**src/hw/xfer_consts.vh**
```
`ifndef XFER_CONSTS_VH
`define XFER_CONSTS_VH
// Operation codes on op_in
`define OP_NONE        4'h0
`define OP_FIELD_STORE 4'h1
`define OP_OFFSET_LOAD 4'h2
`define OP_BLOCK_LOAD  4'h3
`define OP_BLOCK_COPY  4'h4
`define OP_MOVE        4'h5
`define OP_MOVE_SREG   4'h6
`define OP_FLAGS_TO_AH 4'h7
`define OP_AH_TO_FLAGS 4'h8
`define OP_FAR_LOAD    4'h9
// Element size select on size_sel_in
`define SIZE_ATTR      2'h0
`define SIZE_BYTE      2'h1
`define SIZE_WORD      2'h2
// Segment codes
`define SEG_EXTRA      2'h0
`define SEG_CODE       2'h1
`define SEG_STACK      2'h2
`define SEG_PRIMARY    2'h3
// Flag byte bit positions
`define FLAG_SIGN_BIT  7
`define FLAG_ZERO_BIT  6
`define FLAG_HALF_BIT  4
`define FLAG_PAR_BIT   2
`define FLAG_CARRY_BIT 0
// Bit-field arithmetic
`define FIELD_WRAP     5'h10
`define FIELD_MAX_OFS  5'h0f
`define FIELD_IY_STEP  16'h0002
`endif

```
**src/hw/data_transfer_execution.v**
```verilog
`timescale 1ns/1ps
`include "xfer_consts.vh"
module data_transfer_execution (
  // Clock, reset, enable
  input  wire        sys_clk_in,
  input  wire        rst_in,
  input  wire        clk_en_in,
  // Instruction request
  input  wire        start_in,
  input  wire [3:0]  op_in,
  input  wire [1:0]  size_sel_in,
  input  wire        word_attr_in,
  input  wire        seg_override_in,
  input  wire [1:0]  seg_override_sel_in,
  input  wire        iteration_prefix_in,
  input  wire        far_seg_extra_in,
  input  wire [15:0] operand_offset_in,
  input  wire [15:0] move_src_in,
  // Register file view
  input  wire [15:0] word_accumulator_in,
  input  wire [15:0] source_index_in,
  input  wire [15:0] destination_index_in,
  input  wire [15:0] count_register_in,
  input  wire [7:0]  bit_offset_in,
  input  wire [7:0]  field_len_in,
  input  wire        direction_flag_in,
  input  wire [7:0]  flags_in,
  // Memory bus
  input  wire        mem_ack_in,
  input  wire [15:0] mem_rdata_in,
  output reg         mem_req_out,
  output reg         mem_we_out,
  output reg  [1:0]  mem_seg_out,
  output reg  [15:0] mem_addr_out,
  output reg  [15:0] mem_wdata_out,
  output reg  [1:0]  mem_be_out,
  // Results
  output reg  [15:0] word_accumulator_out,
  output reg  [15:0] source_index_out,
  output reg  [15:0] destination_index_out,
  output reg  [15:0] count_register_out,
  output reg  [7:0]  bit_offset_out,
  output reg  [15:0] gen_reg_out,
  output reg         gen_reg_we_out,
  output reg  [15:0] data_seg_out,
  output reg         data_seg_we_out,
  output reg         data_seg_sel_out,
  output reg  [7:0]  flags_out,
  output reg         flags_we_out,
  output reg         irq_block_out,
  output reg         busy_out,
  output reg         done_out
);
  localparam ST_IDLE  = 3'h0;
  localparam ST_READ  = 3'h1;
  localparam ST_WRITE = 3'h2;
  localparam ST_RMW_R = 3'h3;
  localparam ST_RMW_W = 3'h4;
  localparam ST_FAR_H = 3'h5;
  localparam ST_DONE  = 3'h6;

  reg [2:0]  state;
  reg [3:0]  op;
  reg        word;
  reg        iteration_prefix;
  reg [1:0]  src_seg;
  reg [3:0]  ofs;
  reg [3:0]  len;
  reg [31:0] fmask;
  reg [31:0] fdata;
  reg        fhi;

  wire [15:0] si_next;
  wire [15:0] di_next;
  wire        req_word;
  wire        block_op;
  wire [4:0]  ofs_sum;
  wire [31:0] len_mask;
  wire [31:0] field_shift;

  assign req_word = (size_sel_in == `SIZE_BYTE) ? 1'b0 :
                    (size_sel_in == `SIZE_WORD) ? 1'b1 : word_attr_in;
  assign block_op = (op == `OP_BLOCK_LOAD) || (op == `OP_BLOCK_COPY);
  assign ofs_sum  = {1'b0, ofs} + {1'b0, len} + 5'h01;
  assign len_mask = {16'h0000, (16'hffff >> (4'hf - len))};
  // Field bits spread over the word pair; upper half feeds the spill write
  assign field_shift = {16'h0000, word_accumulator_out} << ofs;

  index_step u_si_step (
    .index_in       (source_index_out),
    .word_in        (word),
    .dir_in         (direction_flag_in),
    .next_index_out (si_next)
  );
  index_step u_di_step (
    .index_in       (destination_index_out),
    .word_in        (word),
    .dir_in         (direction_flag_in),
    .next_index_out (di_next)
  );

  always @(posedge sys_clk_in or posedge rst_in) begin
    if (rst_in) begin
      state <= ST_IDLE;
      op <= `OP_NONE;
      word <= 1'b0;
      iteration_prefix <= 1'b0;
      src_seg <= `SEG_PRIMARY;
      ofs <= 4'h0;
      len <= 4'h0;
      fmask <= 32'h0000_0000;
      fdata <= 32'h0000_0000;
      fhi <= 1'b0;
      mem_req_out <= 1'b0;
      mem_we_out <= 1'b0;
      mem_seg_out <= `SEG_PRIMARY;
      mem_addr_out <= 16'h0000;
      mem_wdata_out <= 16'h0000;
      mem_be_out <= 2'h0;
      word_accumulator_out <= 16'h0000;
      source_index_out <= 16'h0000;
      destination_index_out <= 16'h0000;
      count_register_out <= 16'h0000;
      bit_offset_out <= 8'h00;
      gen_reg_out <= 16'h0000;
      gen_reg_we_out <= 1'b0;
      data_seg_out <= 16'h0000;
      data_seg_we_out <= 1'b0;
      data_seg_sel_out <= 1'b0;
      flags_out <= 8'h00;
      flags_we_out <= 1'b0;
      irq_block_out <= 1'b0;
      busy_out <= 1'b0;
      done_out <= 1'b0;
    end else if (clk_en_in) begin
      done_out <= 1'b0;
      gen_reg_we_out <= 1'b0;
      data_seg_we_out <= 1'b0;
      flags_we_out <= 1'b0;
      case (state)
        ST_IDLE: begin
          if (start_in) begin
            op <= op_in;
            word <= req_word;
            iteration_prefix <= iteration_prefix_in;
            src_seg <= seg_override_in ? seg_override_sel_in : `SEG_PRIMARY;
            word_accumulator_out <= word_accumulator_in;
            source_index_out <= source_index_in;
            destination_index_out <= destination_index_in;
            count_register_out <= count_register_in;
            bit_offset_out <= bit_offset_in;
            flags_out <= flags_in;
            irq_block_out <= 1'b0;
            busy_out <= 1'b1;
            ofs <= bit_offset_in[3:0];
            len <= field_len_in[3:0];
            case (op_in)
              `OP_FIELD_STORE: begin
                mem_seg_out <= seg_override_in ? seg_override_sel_in : `SEG_EXTRA;
                mem_addr_out <= destination_index_in;
                mem_we_out <= 1'b0;
                mem_req_out <= 1'b1;
                fhi <= 1'b0;
                state <= ST_RMW_R;
              end
              `OP_OFFSET_LOAD: begin
                gen_reg_out <= operand_offset_in;
                gen_reg_we_out <= 1'b1;
                state <= ST_DONE;
              end
              `OP_BLOCK_LOAD, `OP_BLOCK_COPY: begin
                if (iteration_prefix_in && (count_register_in == 16'h0000)) begin
                  // Zero count runs no element and must not wrap the count
                  iteration_prefix <= 1'b0;
                  state <= ST_DONE;
                end else begin
                  mem_seg_out <= seg_override_in ? seg_override_sel_in : `SEG_PRIMARY;
                  mem_addr_out <= source_index_in;
                  mem_be_out <= req_word ? 2'h3 : 2'h1;
                  mem_we_out <= 1'b0;
                  mem_req_out <= 1'b1;
                  state <= ST_READ;
                end
              end
              `OP_MOVE, `OP_MOVE_SREG: begin
                gen_reg_out <= move_src_in;
                gen_reg_we_out <= 1'b1;
                irq_block_out <= (op_in == `OP_MOVE_SREG);
                state <= ST_DONE;
              end
              `OP_FLAGS_TO_AH: begin
                // undefined bits are driven as zero
                word_accumulator_out[15:8] <= {flags_in[`FLAG_SIGN_BIT],
                  flags_in[`FLAG_ZERO_BIT], 1'b0, flags_in[`FLAG_HALF_BIT], 1'b0,
                  flags_in[`FLAG_PAR_BIT], 1'b0, flags_in[`FLAG_CARRY_BIT]};
                state <= ST_DONE;
              end
              `OP_AH_TO_FLAGS: begin
                flags_out[`FLAG_SIGN_BIT] <= word_accumulator_in[8 + `FLAG_SIGN_BIT];
                flags_out[`FLAG_ZERO_BIT] <= word_accumulator_in[8 + `FLAG_ZERO_BIT];
                flags_out[`FLAG_HALF_BIT] <= word_accumulator_in[8 + `FLAG_HALF_BIT];
                flags_out[`FLAG_PAR_BIT] <= word_accumulator_in[8 + `FLAG_PAR_BIT];
                flags_out[`FLAG_CARRY_BIT] <= word_accumulator_in[8 + `FLAG_CARRY_BIT];
                flags_we_out <= 1'b1;
                state <= ST_DONE;
              end
              `OP_FAR_LOAD: begin
                mem_seg_out <= seg_override_in ? seg_override_sel_in : `SEG_PRIMARY;
                mem_addr_out <= operand_offset_in;
                mem_be_out <= 2'h3;
                mem_we_out <= 1'b0;
                mem_req_out <= 1'b1;
                data_seg_sel_out <= far_seg_extra_in;
                state <= ST_READ;
              end
              default: state <= ST_DONE;
            endcase
          end
        end
        ST_READ: begin
          if (mem_ack_in) begin
            mem_req_out <= 1'b0;
            if (op == `OP_FAR_LOAD) begin
              gen_reg_out <= mem_rdata_in;
              gen_reg_we_out <= 1'b1;
              mem_addr_out <= mem_addr_out + 16'h0002;
              mem_req_out <= 1'b1;
              state <= ST_FAR_H;
            end else if (op == `OP_BLOCK_LOAD) begin
              if (word)
                word_accumulator_out <= mem_rdata_in;
              else
                word_accumulator_out[7:0] <= mem_rdata_in[7:0];
              source_index_out <= si_next;
              state <= ST_DONE;
            end else begin
              mem_seg_out <= `SEG_EXTRA;
              mem_addr_out <= destination_index_out;
              mem_wdata_out <= word ? mem_rdata_in : {8'h00, mem_rdata_in[7:0]};
              mem_we_out <= 1'b1;
              mem_req_out <= 1'b1;
              state <= ST_WRITE;
            end
          end
        end
        ST_FAR_H: begin
          if (mem_ack_in) begin
            mem_req_out <= 1'b0;
            data_seg_out <= mem_rdata_in;
            data_seg_we_out <= 1'b1;
            state <= ST_DONE;
          end
        end
        ST_WRITE: begin
          if (mem_ack_in) begin
            mem_req_out <= 1'b0;
            mem_we_out <= 1'b0;
            source_index_out <= si_next;
            destination_index_out <= di_next;
            state <= ST_DONE;
          end
        end
        ST_RMW_R: begin
          // Read-modify-write of the word pair so a straddling field keeps neighbours
          if (mem_ack_in) begin
            mem_req_out <= 1'b0;
            if (!fhi) begin
              fdata[15:0] <= mem_rdata_in;
              fmask <= len_mask << ofs;
              mem_addr_out <= mem_addr_out + `FIELD_IY_STEP;
              mem_req_out <= 1'b1;
              fhi <= 1'b1;
            end else begin
              fdata[31:16] <= mem_rdata_in;
              mem_addr_out <= destination_index_out;
              mem_wdata_out <= (fdata[15:0] & ~fmask[15:0]) |
                (field_shift[15:0] & fmask[15:0]);
              mem_be_out <= 2'h3;
              mem_we_out <= 1'b1;
              mem_req_out <= 1'b1;
              fhi <= 1'b0;
              state <= ST_RMW_W;
            end
          end
        end
        ST_RMW_W: begin
          if (mem_ack_in) begin
            if (!fhi && (fmask[31:16] != 16'h0000)) begin
              mem_addr_out <= mem_addr_out + `FIELD_IY_STEP;
              mem_wdata_out <= (fdata[31:16] & ~fmask[31:16]) |
                (field_shift[31:16] & fmask[31:16]);
              fhi <= 1'b1;
            end else begin
              mem_req_out <= 1'b0;
              mem_we_out <= 1'b0;
              if (ofs_sum > `FIELD_MAX_OFS) begin
                bit_offset_out <= {3'h0, ofs_sum - `FIELD_WRAP};
                destination_index_out <= destination_index_out + `FIELD_IY_STEP;
              end else begin
                bit_offset_out <= {3'h0, ofs_sum};
              end
              state <= ST_DONE;
            end
          end
        end
        ST_DONE: begin
          if (iteration_prefix && block_op) begin
            count_register_out <= count_register_out - 16'h0001;
            if (count_register_out == 16'h0001) begin
              iteration_prefix <= 1'b0;
            end else begin
              mem_seg_out <= src_seg;
              mem_addr_out <= source_index_out;
              mem_be_out <= word ? 2'h3 : 2'h1;
              mem_we_out <= 1'b0;
              mem_req_out <= 1'b1;
              state <= ST_READ;
            end
            if (count_register_out == 16'h0001) begin
              done_out <= 1'b1;
              busy_out <= 1'b0;
              state <= ST_IDLE;
            end
          end else begin
            done_out <= 1'b1;
            busy_out <= 1'b0;
            state <= ST_IDLE;
          end
        end
        default: state <= ST_IDLE;
      endcase
    end
  end
endmodule // data_transfer_execution

```
**src/hw/index_step.v**
```verilog
`timescale 1ns/1ps
// Next value of a block index: +/-1 for bytes, +/-2 for words
module index_step (
  // Operands
  input  wire [15:0] index_in,
  input  wire        word_in,
  input  wire        dir_in,
  // Result
  output wire [15:0] next_index_out
);
  wire [15:0] step;
  assign step           = word_in ? 16'h0002 : 16'h0001;
  assign next_index_out = dir_in ? (index_in - step) : (index_in + step);
endmodule // index_step

```
**config.mk**
```make
export PLATFORM = sky130hd
export DESIGN_NAME = data_transfer_execution
export DESIGN_NICKNAME = d
export VERILOG_FILES = /design/src/hw/data_transfer_execution.v /design/src/hw/index_step.v
export VERILOG_INCLUDE_DIRS = /design/src /design/src/hw
export SDC_FILE = /design/constraint.sdc
export NUM_CORES = 1
export LEC_CHECK = 0
export BUFFER_PORTS_ARGS = -buffer_cell sky130_fd_sc_hd__clkbuf_2
export CORE_ASPECT_RATIO = 1.1
export CORE_MARGIN = 1.5
export CORE_UTILIZATION = 51
export DETAILED_ROUTE_END_ITERATION = 10
export PLACE_DENSITY_LB_ADDON = 0.05
export SLEW_MARGIN = 15
export SYNTH_ARGS = -nofsm -noshare
export SYNTH_HDL_FRONTEND = slang
export SYNTH_SLANG_ARGS = --single-unit
```
**constraint.sdc**
```tcl
create_clock -name sys_clk_in -period 6.7 [get_ports sys_clk_in]
set_input_delay 0.67 -clock sys_clk_in [delete_from_list [all_inputs] [get_ports sys_clk_in]]
set_output_delay 0.67 -clock sys_clk_in [all_outputs]
set_load 0.05 [all_outputs]
```
==> metrics, run 1 <==
crit path time final=between 3000 and 4000 ps; clk sinks=240; # Post-CTS Setup Buffers=0; Worst setup SP type=primary input; synthesized instance count=1861; Initial Util=0.519; CTS Buffer Depth=3; Die W=171 um; Synth async-reset ratio=1.00; clk slew on worst S/H paths=60 ps; pwr/cell area=553 nW/um^2; DR vias/cell=6.18; Ant. Diodes=0; H-tree depth=1; Top FF cell, synth=dfrtp_1; vias in the first global route=around 15000; Fin Clk Skew=15.9 ps; Cells after DPL=2495; fmax=252 MHz; Final Setup Violations=0; Rows=67; Layout Nets=2308; HP Class=in -> async; Slew HR=0.192; top-count cell post-synth=nand2_1; Final GP Congestion=0.955; worst-margin pin slew=1180 ps; worst vdd ir=0.333 mV; layout cells sized above 1=0.224; initial antenna violation count=1; Synth Register Bits=240; Final Slew Violations=0; final core occ=0.614; Worst path slowest cell=a2111oi_0; WHS=~320 ps; CTS root buffer=clkbuf_16; top cells by count, synth=nand2_1, dfrtp_1, o21ai_0; Initial DRC Count=1411; Num CTS Buffers=28; WL/cell=21.4 um; Max stage delay on crit path=1030 ps; first drt pass iteration count=5; synth warn=0; die area=32100 sq um; RSZ-0062 raised after global routing=false; core area=30500 sq um; post-CTS sizing=0; static leakage=8.69 nW; status=finished clean; Global Route Usage Sum=0.339; TritonCTS clock tree=done; grt ovf=0; crit-path leading delay family=compound AO/OA/AOI/OAI gates; Multi-input gate area=9230 sq um; syn_area_per_cell=roughly 8.5 sq um; register area=6010 sq um; top cell type's share of synthesized area=0.373; Synth area leaders=dfrtp_1, nand2_1, o21ai_0; CP Buf/Inv Count=1; post-synthesis sequential area ratio=0.380; IO Count=311; Arr. time, crit path=4450 ps; Fin Setup TNS=0 ps; Synth-to-Final Area Change=18.3%; worst path cell trace=clkbuf_2 -> nor2b_1 -> xor2_1 -> ha_1 -> nor3_1 -> a2111oi_0 -> a211oi_1 -> o31ai_1 -> xnor2_1 -> mux2i_1 -> o21ai_0; routed wire length=54400 um; Post-route DRC=0; Synth Cell Area=between 15000 and 20000 sq um; leading area contributor after synthesis=dfrtp_1; Netlist cell types=83; Synth Net Count=2058; Detailed Place HPWL=39800 um; IO buf count=306; Crit Path Max Fanout=39; Vias=roughly 16000; crit path kind=in -> reg; Fin. Hold Viols=0; Die H=188 um; Final period util=0.593; EDFF count, synth=0; Crit. End Element=flop; hold_buf cts=0; final non-filler cell total=around 2500; Clock Latency Late Sink=550 ps; largest net degree at the start of global routing=153; first-pass GRT wire length=85600 um; Post-DRT Antenna Nets=0; Worst EP required=7170 ps; Fillers=2834; maximum capacitance violations=0
## cell families (layout without fill, tap and decap cells)
family	after synthesis	count (layout)	synth area share
muxes	130	130	0.0956
DFF	240	240	0.380
xor gates and xnor gates	39	39	0.0216
AOI/OAI and AO/OA	574	574	0.235
buffers and inverters	163	435	0.0402
and+or+nand+nor	669	669	0.192
adders and majority gates	46	46	0.0364
## metrics by stage
stage	worst slack, ps	power [mW]	area [sq um]
after CTS	2890	10.3	18700
after detailed placement	2300	8.61	17700
after global routing	2470	11.0	18700
final	2720	10.3	18700
after floorplan	2890	7.00	15800
after global placement	2420	8.49	17700
## routing by layer
layer | GRT usage | vias up | part of all wire | wire length (um)
li1 | - | 7311 | - | -
met1 | 0.455 | 7592 | 0.42 | 22700
met2 | 0.547 | 706 | 0.46 | 25300
met3 | 0.0612 | 142 | 0.080 | 4340
met4 | 0.126 | 2 | 0.039 | 2130
met5 | 0 | - | 0.00022 | 12
## flip-flops by register name, summed over array words and instances (netlist names), 3 cells and up
| register | flops |
|---|---|
| bit_offset_out | 8 |
| count_register_out | 16 |
| data_seg_out | 16 |
| destination_index_out | 16 |
| fdata | 32 |
| flags_out | 8 |
| fmask | 31 |
| gen_reg_out | 16 |
| len | 4 |
| mem_addr_out | 16 |
| mem_wdata_out | 16 |
| ofs | 4 |
| op | 4 |
| source_index_out | 16 |
| state | 3 |
| word_accumulator_out | 16 |
## cells in the final DEF (no fill, tap or decap), types with 17 or more instances in the layout
cell type and instances:
clkbuf_2 306, nand2_1 303, dfrtp_1 235, o21ai_0 159
nor2_1 154, a21oi_1 131, mux2i_1 69, mux2_2 49
inv_1 43, ha_1 42, nor3_1 36, a31oi_1 36
a221oi_1 36, nand3_1 33, buf_4 30, clkbuf_16 29
a21o_1 24, o31ai_1 24, nor2b_1 23, a211oi_1 23
xor2_1 22, o22ai_1 19, nor4_1 17, xnor2_1 17
## path summary, 6_finish.rpt
| kind | startpoint | endpoint | slack, ps | cells after the start |
|---|---|---|---|---|
| worst min-delay path | rst_in | data_seg_out[0] | 320 | 3 |
| worst max-delay path | direction_flag_in | source_index_out[10] | 2720 | 11 |
| min in group sys_clk_in | flags_in[5] | flags_out[5] | 320 | 3 |
| max in group asynchronous | rst_in | count_register_out[5] | 5310 | 4 |
| worst max register to register | state[0] | mem_addr_out[3] | 3010 | 6 |
| worst min register to register | fdata[2] | fdata[2] | 470 | 2 |
## cell type report
cell class,count,share of cell area
Sequential cell,240,0.321
Multi-Input combinational cell,1458,0.493
Inverter,46,0.00942
Tap cell,414,0.0277
Clock buffer,41,0.0449
Timing Repair Buffer,337,0.0949
Clock inverter,11,0.00922
## report_power, final
part	leakage, nW	switching, mW	internal [mW]	total [mW]
clock network	0.495	0.644	1.03	1.67
registers	3.06	0.712	2.00	2.72
logic	5.14	4.12	1.85	5.96
## worst min-delay path: stages
cell,delay (ps)
clkbuf_2,100
clkinvlp_4,80
buf_4,500
Note: power is estimated with default switching activity, not from simulation.
==> run 2, diff against run 1 <==
==> constraint.sdc (replaced) <==
create_clock -name sys_clk_in -period 3.2 [get_ports sys_clk_in]
set_input_delay 0.32 -clock sys_clk_in [delete_from_list [all_inputs] [get_ports sys_clk_in]]
set_output_delay 0.32 -clock sys_clk_in [all_outputs]
set_load 0.05 [all_outputs]
==> metrics, run 2 (synthesized netlist as in run 1, its figures left out) <==
Final Setup Violations=0; Die H=approximately 190 um; Arr. time, crit path=3280 ps; Worst EP required=3660 ps; worst reg2reg setup slack=390 ps; Worst Setup SP=state[2]; layout cells sized above 1=0.238; Hold Path Cell Cnt=3; final non-filler cell total=2608; die area=32100 sq um; Initial Util=0.519; area post-placement=18100 sq um; HP Class=in -> reg; worst vdd ir=between 0.8 and 0.9 mV; DR vias/cell=slightly above 6; Final period util=0.879; status=finished clean; Cells after DPL=2540; Post-route DRC=0; CTS root buffer=clkbuf_16; TritonCTS clock tree=done; most frequent cells in the layout=clkbuf_2, nand2_1, dfrtp_1; crit path time final=2810 ps; Synth-to-Final Area Change=21.7%; RR Startpoint=state[2]; Most flops, register=fdata; Top Registers=fdata x32, fmask x31; routed wire length=~55000 um; Fin Clk Skew=22.3 ps; Global Route Usage Sum=0.345; first-pass GRT wire length=86000 um; Num CTS Buffers=28; H-tree depth=1; vias in the first global route=15243; core area=30500 sq um; worst path cell trace=nor2b_1 -> nand2_1 -> o221ai_1 -> or4_1 -> a21o_1 -> a32o_1; Ant. Diodes=0; grt ovf=0; Rows=67; maximum capacitance violations=0; Max stage delay on crit path=820 ps; max reg flops=32; # Post-CTS Setup Buffers=0; Initial DRC Count=1285; worst-margin pin slew=1120 ps; fmax=356 MHz; Place WS=321 ps; most common cell after layout, fill and taps aside=clkbuf_2; reg2reg path depth=6; Slew HR=0.253; Detailed Place HPWL=41100 um; largest net degree at the start of global routing=65; Worst setup SP type=flop; Fillers=between 2000 and 3000; Fin. Hold Viols=0; Fin Setup TNS=0 ps; initial antenna violation count=0; setup ws final=slightly below 400 ps; IO Count=311; Finished Cell Area=19300 sq um; Crit. End Element=flop; Vias=15917; IO buf count=306; Hold Startpoint=count_register_in[0]; final core occ=0.631; Worst path slowest cell=or4_1; pwr/cell area=around 1100 nW/um^2; Final Slew Violations=0; clk slew on worst S/H paths=~60 ps; crit path kind=reg -> reg; Worst R2R End=mem_addr_out[3]; WL/cell=21.2 um; Worst Hold Path EP=count_register_out[0]; first drt pass iteration count=7; static leakage=8.99 nW; Layout Nets=approximately 2400; Post-DRT Antenna Nets=0; Die W=around 170 um; CTS Buffer Depth=3; Final GP Congestion=0.989; Crit Path Max Fanout=17; RSZ-0062 raised after global routing=false; clk sinks=240; Clock Latency Late Sink=580 ps
-- run 2: cell type report --
| type | instances | area (sq um) | area share |
|---|---|---|---|
| Inverter | 46 | 176 | 0.00916 |
| Sequential cell | 240 | 6010 | 0.312 |
| Clock buffer | 37 | 806 | 0.0418 |
| Multi-Input combinational cell | 1458 | 9230 | 0.479 |
| Timing Repair Buffer | 399 | 2330 | 0.121 |
| Tap cell | 414 | 518 | 0.0269 |
| Clock inverter | 14 | 189 | 0.00981 |
-- run 2: critical path: cells and delay by family, from the launching register on --
| kind | cells | cell delay [ps] |
|---|---|---|
| AOI/OAI and AO/OA | 3 | 700 |
| DFF | 1 | 730 |
| and+or+nand+nor | 3 | 1280 |
-- run 2: stage by stage --
stage,hold WS [ps],total power [mW]
detailed placement,456,18.3
CTS,4.37,21.8
global route,20.3,23.3
finish,14.0,21.9
global placement,449,18.1
floorplan,425,14.7
-- run 2: metal layers --
layer | track usage | part of all wire | vias to the layer above
met5 | 0 | 0 | -
met4 | 0.150 | 0.046 | 0
met3 | 0.0604 | 0.086 | 141
met2 | 0.553 | 0.46 | 751
met1 | 0.457 | 0.40 | 7598
li1 | - | - | 7427
-- run 2: how the worst max path moves through the flow --
| stage | to | slack [ps] | cells after the start |
|---|---|---|---|
| floorplan | bit_offset_out[0] | -260 | 1 |
| global placement | mem_addr_out[3] | 360 | 8 |
| detailed placement | mem_addr_out[3] | 320 | 8 |
| CTS | mem_addr_out[3] | 410 | 6 |
| global route | destination_index_out[13] | 100 | 8 |
| finish | mem_addr_out[3] | 390 | 6 |
-- run 2: report_power, final --
group	total [mW]	switching [mW]	internal [mW]
Sequential	5.67	1.47	4.20
Clock	3.45	1.36	2.09
Combinational	12.8	8.68	4.11
-- run 2: what timing repair did --
| item | 4_1_cts | 5_1_grt |
|---|---|---|
| endpoints found under the hold margin | 43 | 0 |
| resized for setup | 0 | 0 |
| hold buffers | 17 | 0 |
